--- src/bsf_pkg.sv ---
// constants and pin bundles for the bidirectional fifo port controller
package bsf_pkg;
    localparam int DATA_W = 18;
    localparam int FIFO_DEPTH = 32;
    localparam int CNT_W = 6;
    localparam int OFS_W = 9;
    localparam int FLAG_W = 10;
    localparam logic [FLAG_W-1:0] DEPTH_CMP = 10'h020;
    localparam logic [OFS_W-1:0] OFS_RESET = 9'h008;
    localparam logic [2:0] ADDR_FIFO = 3'h0;
    localparam logic [2:0] ADDR_BYPASS = 3'h1;
    localparam logic [2:0] ADDR_AB_AE = 3'h4;
    localparam logic [2:0] ADDR_AB_AF = 3'h5;
    localparam logic [2:0] ADDR_BA_AE = 3'h6;
    localparam logic [2:0] ADDR_BA_AF = 3'h7;

    typedef struct packed {
        logic clk;
        logic cs_n;
        logic [2:0] addr;
        logic rw;
        logic en_n;
        logic oe_n;
        logic [DATA_W-1:0] data;
    } bsf_pa_t;

    typedef struct packed {
        logic clk;
        logic rw;
        logic en_n;
        logic oe_n;
        logic [DATA_W-1:0] data;
    } bsf_pb_t;
endpackage

--- src/bsf_bidir_fifo.sv ---
// one-direction word fifo and the two-port controller with bypass and flags
// Operation
// - two 18-bit bypass paths, one per direction
// - bypass indicator falls on b edge when addr 001
// - indicator rises on b edge when leaving bypass
// - each bypass path holds one word until read or bypass exit
// - a bypass write drops ab full, blocks writes
// - ab empty rises on next b edge
// - b bypass read loads output, flags release
// - b output enable still gates port b bus
// - b to a bypass works the same way
// - after leaving bypass fifo reads resume on b
// - select and address pick port a resource
// - port a write captures bus into input register
// - port a drives output register when reading
// - eight flags, four thresholds programmable
// - every offset resets to eight
// - each flag updates on its own port clock
// - flag update may slip one port edge
// - port b works regardless of port a select, except bypass writes
// - offset held in bits 8..0, rest ignored
// - flag thresholds follow count, depth and offsets
// - offset read returns value, no pointer moves
`timescale 1ns/1ps
module bsf_fifo #(
    parameter int WIDTH = 18,
    parameter int DEPTH = 32
) (
    // clock and reset
    input wire logic core_clk,
    input wire logic rst,
    // fill side
    input wire logic in_valid,
    output logic in_ready,
    input wire logic [WIDTH-1:0] in_data,
    // drain side
    output logic out_valid,
    input wire logic out_ready,
    output logic [WIDTH-1:0] out_data,
    // fill level
    output logic [$clog2(DEPTH):0] level
);
    localparam int AW = $clog2(DEPTH);
    typedef struct packed {
        logic [DEPTH-1:0][WIDTH-1:0] mem;
        logic [AW-1:0] wr_ptr;
        logic [AW-1:0] rd_ptr;
        logic [AW:0] count;
    } bsf_fifo_state_t;
    bsf_fifo_state_t r;
    bsf_fifo_state_t n;
    logic push;
    logic pop;
    assign in_ready = r.count != (AW+1)'(DEPTH);
    assign out_valid = r.count != '0;
    assign out_data = r.mem[r.rd_ptr];
    assign level = r.count;
    assign push = in_valid && in_ready;
    assign pop = out_valid && out_ready;
    always_comb begin
        n = r;
        if (push) begin
            n.mem[r.wr_ptr] = in_data;
            n.wr_ptr = r.wr_ptr + 1'b1;
        end
        if (pop) begin
            n.rd_ptr = r.rd_ptr + 1'b1;
        end
        n.count = r.count + (AW+1)'(push) - (AW+1)'(pop);
    end
    always_ff @(posedge core_clk or posedge rst) begin
        if (rst) begin
            r <= '0;
        end else begin
            r <= n;
        end
    end
endmodule
module bsf_bidir_fifo (
    // clock and reset
    input wire logic core_clk,
    input wire logic rst,
    // port a pins
    input wire logic port_a_clock,
    input wire logic port_a_select_n,
    input wire logic [2:0] port_a_resource_select,
    input wire logic port_a_read_write,
    input wire logic port_a_enable_n,
    input wire logic port_a_output_enable_n,
    input wire logic [bsf_pkg::DATA_W-1:0] port_a_data_in,
    output logic [bsf_pkg::DATA_W-1:0] port_a_data_out,
    output logic port_a_data_oe_n,
    // port b pins
    input wire logic port_b_clock,
    input wire logic port_b_read_write,
    input wire logic port_b_enable_n,
    input wire logic port_b_output_enable_n,
    input wire logic [bsf_pkg::DATA_W-1:0] port_b_data_in,
    output logic [bsf_pkg::DATA_W-1:0] port_b_data_out,
    output logic port_b_data_oe_n,
    // a to b flags
    output logic ab_empty_n,
    output logic ab_almost_empty_n,
    output logic ab_almost_full_n,
    output logic ab_full_n,
    // b to a flags
    output logic ba_empty_n,
    output logic ba_almost_empty_n,
    output logic ba_almost_full_n,
    output logic ba_full_n,
    // bypass
    output logic bypass_indicator_n
);
    import bsf_pkg::*;
    typedef struct packed {
        bsf_pa_t pa_meta;
        bsf_pa_t pa_sync;
        logic pa_clk_d;
        bsf_pb_t pb_meta;
        bsf_pb_t pb_sync;
        logic pb_clk_d;
        logic a_upd;
        logic b_upd;
        logic [DATA_W-1:0] a_in;
        logic [DATA_W-1:0] a_out;
        logic [DATA_W-1:0] b_in;
        logic [DATA_W-1:0] b_out;
        logic ab_pend;
        logic ba_pend;
        logic byp_n;
        logic [OFS_W-1:0] ab_ae_ofs;
        logic [OFS_W-1:0] ab_af_ofs;
        logic [OFS_W-1:0] ba_ae_ofs;
        logic [OFS_W-1:0] ba_af_ofs;
        logic ab_empty_n;
        logic ab_ae_n;
        logic ab_af_n;
        logic ab_full_n;
        logic ba_empty_n;
        logic ba_ae_n;
        logic ba_af_n;
        logic ba_full_n;
    } bsf_state_t;
    bsf_state_t r;
    bsf_state_t n;
    bsf_pa_t pa_pins;
    bsf_pb_t pb_pins;
    logic a_edge;
    logic b_edge;
    logic a_sel;
    logic a_byp;
    logic a_wr;
    logic a_rd;
    logic b_wr;
    logic b_rd;
    logic ab_push;
    logic ab_ready;
    logic ab_valid;
    logic ab_pop;
    logic [DATA_W-1:0] ab_data;
    logic [CNT_W-1:0] ab_lvl;
    logic ba_push;
    logic ba_ready;
    logic ba_valid;
    logic ba_pop;
    logic [DATA_W-1:0] ba_data;
    logic [CNT_W-1:0] ba_lvl;
    logic [FLAG_W-1:0] ab_l10;
    logic [FLAG_W-1:0] ba_l10;
    assign pa_pins = {port_a_clock, port_a_select_n, port_a_resource_select,
                      port_a_read_write, port_a_enable_n,
                      port_a_output_enable_n, port_a_data_in};
    assign pb_pins = {port_b_clock, port_b_read_write, port_b_enable_n,
                      port_b_output_enable_n, port_b_data_in};
    // port clock edges found on the synchronised copies
    assign a_edge = r.pa_sync.clk && !r.pa_clk_d;
    assign b_edge = r.pb_sync.clk && !r.pb_clk_d;
    assign a_sel = !r.pa_sync.cs_n;
    assign a_byp = a_sel && r.pa_sync.addr == ADDR_BYPASS;
    assign a_wr = !r.pa_sync.rw && !r.pa_sync.en_n;
    assign a_rd = r.pa_sync.rw && !r.pa_sync.en_n;
    assign b_wr = !r.pb_sync.rw && !r.pb_sync.en_n;
    assign b_rd = r.pb_sync.rw && !r.pb_sync.en_n;
    assign ab_l10 = {{(FLAG_W-CNT_W){1'b0}}, ab_lvl};
    assign ba_l10 = {{(FLAG_W-CNT_W){1'b0}}, ba_lvl};

    bsf_fifo #(.WIDTH(DATA_W), .DEPTH(FIFO_DEPTH)) u_ab_fifo (
        .core_clk(core_clk),
        .rst(rst),
        .in_valid(ab_push),
        .in_ready(ab_ready),
        .in_data(r.pa_sync.data),
        .out_valid(ab_valid),
        .out_ready(ab_pop),
        .out_data(ab_data),
        .level(ab_lvl)
    );

    bsf_fifo #(.WIDTH(DATA_W), .DEPTH(FIFO_DEPTH)) u_ba_fifo (
        .core_clk(core_clk),
        .rst(rst),
        .in_valid(ba_push),
        .in_ready(ba_ready),
        .in_data(r.pb_sync.data),
        .out_valid(ba_valid),
        .out_ready(ba_pop),
        .out_data(ba_data),
        .level(ba_lvl)
    );

    always_comb begin
        n = r;
        ab_push = 1'b0;
        ab_pop = 1'b0;
        ba_push = 1'b0;
        ba_pop = 1'b0;
        n.pa_meta = pa_pins;
        n.pa_sync = r.pa_meta;
        n.pa_clk_d = r.pa_sync.clk;
        n.pb_meta = pb_pins;
        n.pb_sync = r.pb_meta;
        n.pb_clk_d = r.pb_sync.clk;
        // flags are evaluated one cycle after the edge, once counts settle
        n.a_upd = a_edge;
        n.b_upd = b_edge;
        // bypass indicator follows port a on each b edge
        if (b_edge) begin
            n.byp_n = !a_byp;
            if (!r.byp_n && !a_byp) begin
                // leaving bypass frees both one-word paths
                n.ab_pend = 1'b0;
                n.ba_pend = 1'b0;
            end
        end
        // port a, only while selected
        if (a_edge && a_sel) begin
            if (a_wr) begin
                unique case (r.pa_sync.addr)
                    ADDR_FIFO: begin
                        ab_push = 1'b1;
                        if (!r.ab_pend) begin
                            n.a_in = r.pa_sync.data;
                        end
                    end
                    ADDR_BYPASS: begin
                        // blocked while the previous word is unread
                        if (!r.ab_pend) begin
                            n.a_in = r.pa_sync.data;
                            n.ab_pend = 1'b1;
                        end
                    end
                    ADDR_AB_AE: n.ab_ae_ofs = r.pa_sync.data[OFS_W-1:0];
                    ADDR_AB_AF: n.ab_af_ofs = r.pa_sync.data[OFS_W-1:0];
                    ADDR_BA_AE: n.ba_ae_ofs = r.pa_sync.data[OFS_W-1:0];
                    ADDR_BA_AF: n.ba_af_ofs = r.pa_sync.data[OFS_W-1:0];
                    default: ;
                endcase
            end else if (a_rd) begin
                unique case (r.pa_sync.addr)
                    ADDR_FIFO: begin
                        if (ba_valid) begin
                            n.a_out = ba_data;
                            ba_pop = 1'b1;
                        end
                    end
                    ADDR_BYPASS: begin
                        if (r.ba_pend) begin
                            n.a_out = r.b_in;
                            n.ba_pend = 1'b0;
                        end
                    end
                    ADDR_AB_AE: n.a_out = DATA_W'(r.ab_ae_ofs);
                    ADDR_AB_AF: n.a_out = DATA_W'(r.ab_af_ofs);
                    ADDR_BA_AE: n.a_out = DATA_W'(r.ba_ae_ofs);
                    ADDR_BA_AF: n.a_out = DATA_W'(r.ba_af_ofs);
                    default: ;
                endcase
            end
        end
        // port b, independent of the port a select except for bypass writes, which need a_byp
        if (b_edge) begin
            if (b_wr) begin
                if (!r.byp_n) begin
                    if (!r.ba_pend && a_byp) begin
                        n.b_in = r.pb_sync.data;
                        n.ba_pend = 1'b1;
                    end
                end else begin
                    ba_push = 1'b1;
                    if (!r.ba_pend) begin
                        n.b_in = r.pb_sync.data;
                    end
                end
            end else if (b_rd) begin
                // old indicator still low: last bypass read allowed
                if (!r.byp_n) begin
                    if (r.ab_pend) begin
                        n.b_out = r.a_in;
                        n.ab_pend = 1'b0;
                    end
                end else if (ab_valid) begin
                    n.b_out = ab_data;
                    ab_pop = 1'b1;
                end
            end
        end
        // flags seen by port a
        if (r.a_upd) begin
            n.ab_full_n = a_byp ? !r.ab_pend
                                : ab_l10 != DEPTH_CMP;
            n.ab_af_n = !(ab_l10 + FLAG_W'(r.ab_af_ofs) >= DEPTH_CMP);
            n.ba_empty_n = a_byp ? r.ba_pend
                                 : ba_l10 != '0;
            n.ba_ae_n = !(ba_l10 <= FLAG_W'(r.ba_ae_ofs));
        end
        // flags seen by port b
        if (r.b_upd) begin
            n.ab_empty_n = !r.byp_n ? r.ab_pend
                                    : ab_l10 != '0;
            n.ab_ae_n = !(ab_l10 <= FLAG_W'(r.ab_ae_ofs));
            n.ba_full_n = !r.byp_n ? !r.ba_pend
                                   : ba_l10 != DEPTH_CMP;
            n.ba_af_n = !(ba_l10 + FLAG_W'(r.ba_af_ofs) >= DEPTH_CMP);
        end
    end
    always_ff @(posedge core_clk or posedge rst) begin
        if (rst) begin
            r <= '0;
            r.byp_n <= 1'b1;
            r.ab_ae_ofs <= OFS_RESET;
            r.ab_af_ofs <= OFS_RESET;
            r.ba_ae_ofs <= OFS_RESET;
            r.ba_af_ofs <= OFS_RESET;
            r.ab_af_n <= 1'b1;
            r.ab_full_n <= 1'b1;
            r.ba_af_n <= 1'b1;
            r.ba_full_n <= 1'b1;
        end else begin
            r <= n;
        end
    end
    // three-state controls, low enable means driving
    assign port_a_data_oe_n = !(a_sel && r.pa_sync.rw
                                && !r.pa_sync.oe_n);
    assign port_a_data_out = r.a_out;
    assign port_b_data_oe_n = !(r.pb_sync.rw && !r.pb_sync.oe_n);
    assign port_b_data_out = r.b_out;
    assign ab_empty_n = r.ab_empty_n;
    assign ab_almost_empty_n = r.ab_ae_n;
    assign ab_almost_full_n = r.ab_af_n;
    assign ab_full_n = r.ab_full_n;
    assign ba_empty_n = r.ba_empty_n;
    assign ba_almost_empty_n = r.ba_ae_n;
    assign ba_almost_full_n = r.ba_af_n;
    assign ba_full_n = r.ba_full_n;
    assign bypass_indicator_n = r.byp_n;
endmodule

--- config.mk ---
export PLATFORM = sky130hd
export DESIGN_NAME = bsf_bidir_fifo
export DESIGN_NICKNAME = d
export VERILOG_FILES = /design/src/bsf_pkg.sv /design/src/bsf_bidir_fifo.sv
export SDC_FILE = /design/constraint.sdc
export NUM_CORES = 2
export LEC_CHECK = 0
export ABC_AREA = 1
export BUFFER_PORTS_ARGS = -buffer_cell sky130_fd_sc_hd__buf_2
export CAP_MARGIN = 20
export CORE_AREA = 2 2 520 522
export DETAILED_ROUTE_END_ITERATION = 6
export DIE_AREA = 0 0 522 524
export PLACE_DENSITY = 0.36
export SETUP_SLACK_MARGIN = 0.15
export SLEW_MARGIN = 10
export SYNTH_ARGS = -nofsm -noshare
export SYNTH_HDL_FRONTEND = slang
export SYNTH_HIERARCHICAL = 1
export SYNTH_SLANG_ARGS = --single-unit
--- constraint.sdc ---
create_clock -name core_clk -period 23.3 [get_ports core_clk]
set_input_delay 2.33 -clock core_clk [delete_from_list [all_inputs] [get_ports core_clk]]
set_output_delay 2.33 -clock core_clk [all_outputs]
set_load 0.01 [all_outputs]
==> results.json <==
{
  "portBuffers": 96,
  "irDropWorstVdd_mv": 0.0649,
  "synth_cell_types": 47,
  "max-clock-path-buffers": 3,
  "crit_chain": "buf_2",
  "dp_hpwl_mm": 134,
  "core_region_area_mm2": 0.267,
  "crit_fanout": 28,
  "max_slew_margin_pct": 24.2,
  "swShare_pct": 32.9,
  "clock_skew_ps": 68.0,
  "rsz0062_at_grt": "false",
  "setup_ws_ps": 18800,
  "synth_top_area_share_pct": 52.3,
  "nets": 8269,
  "hold_violations": 0,
  "h-tree-depth": 4,
  "cp.arrival_ps": 2170,
  "cts_tree": "yes",
  "ioPinCount": 97,
  "cts.sinks": 1403,
  "final.setup.tns_ps": 0,
  "netlist_area_mm2": 0.0667,
  "p_switching_w": 0.00223,
  "fmax_mhz": 222,
  "grt_max_degree": 155,
  "path_class": "flip-flop to output pin",
  "cpMaxStageDelayCell": "dfstp_2",
  "post-place-ws_ps": 17970,
  "synthCells": 8417,
  "antenna_found_initial": 10,
  "die_w_um": 522,
  "worstSetupStartpointType": "flip-flop",
  "report.final.setup_viol": 0,
  "drt_iter0_drc": 4066,
  "critPathBufInv": 1,
  "synth_common_cells": "nand2_1, dfrtp_1, o21ai_0",
  "p_seq_share_pct": 39.5,
  "postCtsSetupRepairBufs": 0,
  "gp_congestion": 0.762,
  "placementRows": 190,
  "synth.most_common_cell": "nand2_1",
  "ant_nets": 0,
  "dieHeight_um": 524,
  "crit_family": "flip-flops",
  "syn_nets": 8523,
  "grt_pass1_vias": 51800,
  "grt.overflow.total": 0,
  "status": "finished clean",
  "synth_flop_cell": "dfrtp_1",
  "syn_area_per_cell_um2": 7.93,
  "power.density_mw_per_mm2": 90.1,
  "clkLatencyLatePin_ps": 830,
  "dr.pass1.iters": 5,
  "cts_hold_buffers": 0,
  "synth_seq_cells": 1403,
  "routed_wl_mm": 233,
  "synth_edf_count": 0,
  "grt_use_total_pct": 17.0,
  "period_share_pct": 19.3,
  "synth_warnings": 6,
  "nFillCells": 29200,
  "async_flop_share_pct": 100,
  "fin_crit_ps": 4500,
  "path_clk_slew_ps": 60,
  "tightest_slew_ps": 1140,
  "power_leakage_nw": 35.0,
  "yosysTopAreaCell": "dfrtp_1",
  "crit_required_ps": 20970,
  "design_area_mm2": 0.0751,
  "drc_errors": 0,
  "dpl_cell_area_mm2": 0.0691,
  "clkPwrFrac_pct": 41.1,
  "vias": 53100,
  "slowest_delay_ps": 1070,
  "combPwrFrac_pct": 19.5,
  "grt_pass1_wl_mm": 352,
  "maxCapViolCount": 0,
  "slew_viol_final": 0,
  "cp-end-kind": "output pin",
  "post_cts_resized": 0,
  "drive_gt1_share_pct": 7.79,
  "syn2layout_area_growth_pct": 12.6,
  "hp-class": "flip-flop to flip-flop",
  "die-area_mm2": 0.274,
  "post_drt_wl_per_cell_um": 19.6,
  "synth_area_leaders": "dfrtp_1, nand2_1, o21ai_0",
  "cts_buffers": 178,
  "ys_seq_area_share_pct": 52.6,
  "start_util_pct": 25.0,
  "cellInternalPower_w": 0.00454,
  "viasPerCell": 4.48,
  "cts_root_buf": "clkbuf_16"
}
[kinds of logic after synthesis]
| logic type | Yosys count | synth area share (%) |
|---|---|---|
| XOR/XNOR | 22 | 0.289 |
| AO/OA/AOI/OAI | 1365 | 10.6 |
| adder cells (fa/ha/maj) | 56 | 1.09 |
| flip-flops | 1403 | 52.6 |
| AND/OR/NAND/NOR | 4173 | 26.0 |
| buffers and inverters | 1398 | 9.40 |
[layout make-up]
cell class	count	area, um^2	area share [%]
inverters	778	2990	3.98
flip-flops and latches	1403	35100	46.8
clock inverters	45	483	0.643
clock buffers	280	5460	7.27
multi-input cells	5616	25400	33.7
repair buffers	186	1230	1.64
well taps	3552	4440	5.92
diodes	10	25.0	0.0333
[metrics by stage]
step	hold WS [ps]	power [W]	instances	util, %
2_1_floorplan	331	0.00359	8417	-
3_3_place_gp	334	0.00406	11500	25.9
3_5_place_dp	335	0.00407	11500	25.9
4_1_cts	330	0.00691	11900	28.1
5_1_grt	344	0.00716	11900	28.1
6_report	332	0.00677	11900	28.1
[metal layers]
| metal | track usage, % | vias to the layer above | routed length [um] |
|---|---|---|---|
| met5 | 0 | - | 0 |
| met2 | 27.6 | 936 | 107000 |
| met1 | 24.0 | 25900 | 112000 |
| met3 | 2.15 | 255 | 9190 |
| met4 | 3.99 | 0 | 4960 |
| li1 | - | 26000 | - |
[sequential cells by signal, summed over array words and instances (netlist names)]
signal	cells
ab_almost_empty_n	1
r	124
ba_empty_n	1
port_a_data_out	18
u_ab_fifo/level	6
ab_empty_n	1
n	50
ba_almost_full_n	1
ba_almost_empty_n	1
ba_full_n	1
ab_full_n	1
port_b_data_out	18
u_ba_fifo/level	6
u_ab_fifo/r	586
u_ba_fifo/r	586
bypass_indicator_n	1
ab_almost_full_n	1
[worst paths after layout]
path / start / to / slack [ps] / cells past startpoint
max in group asynchronous: rst / u_ab_fifo/r[481]$_DFFE_PP0P_ / 19050 / 4
min reg2reg: n[141]$_DFF_PP0_ / r[141]$_DFF_PP0_ / 330 / 0
max reg2reg: u_ab_fifo/r[6]$_DFFE_PP0P_ / port_b_data_out[5]$_DFFE_PP0P_ / 18870 / 14
max: bypass_indicator_n$_DFFE_PP1N_ / bypass_indicator_n / 18800 / 1
min in group asynchronous: rst / u_ba_fifo/r[77]$_DFFE_PP0P_ / 1700 / 2
min: n[141]$_DFF_PP0_ / r[141]$_DFF_PP0_ / 330 / 0
[power groups by stage]
stage | registers (W) | logic (W) | clock network, W
6_report | 0.00267 | 0.00132 | 0.00278
2_1_floorplan | 0.00264 | 0.000942 | 0
4_1_cts | 0.00267 | 0.00135 | 0.00288
3_3_place_gp | 0.00272 | 0.00135 | 0
3_5_place_dp | 0.00272 | 0.00135 | 0
5_1_grt | 0.00269 | 0.00149 | 0.00298
[cell usage in the layout (no fill, tap or decap), types with 56 or more instances in the layout]
cell type / count
nor2_1: 196
a21oi_1: 82
nand3_1: 777
clkbuf_16: 181
o21ai_1: 169
o21ai_0: 1039
clkbuf_8: 56
inv_1: 747
nand2_1: 3066
dfrtp_1: 1388
buf_4: 84
buf_2: 96
(Power assumes the default switching activity.)
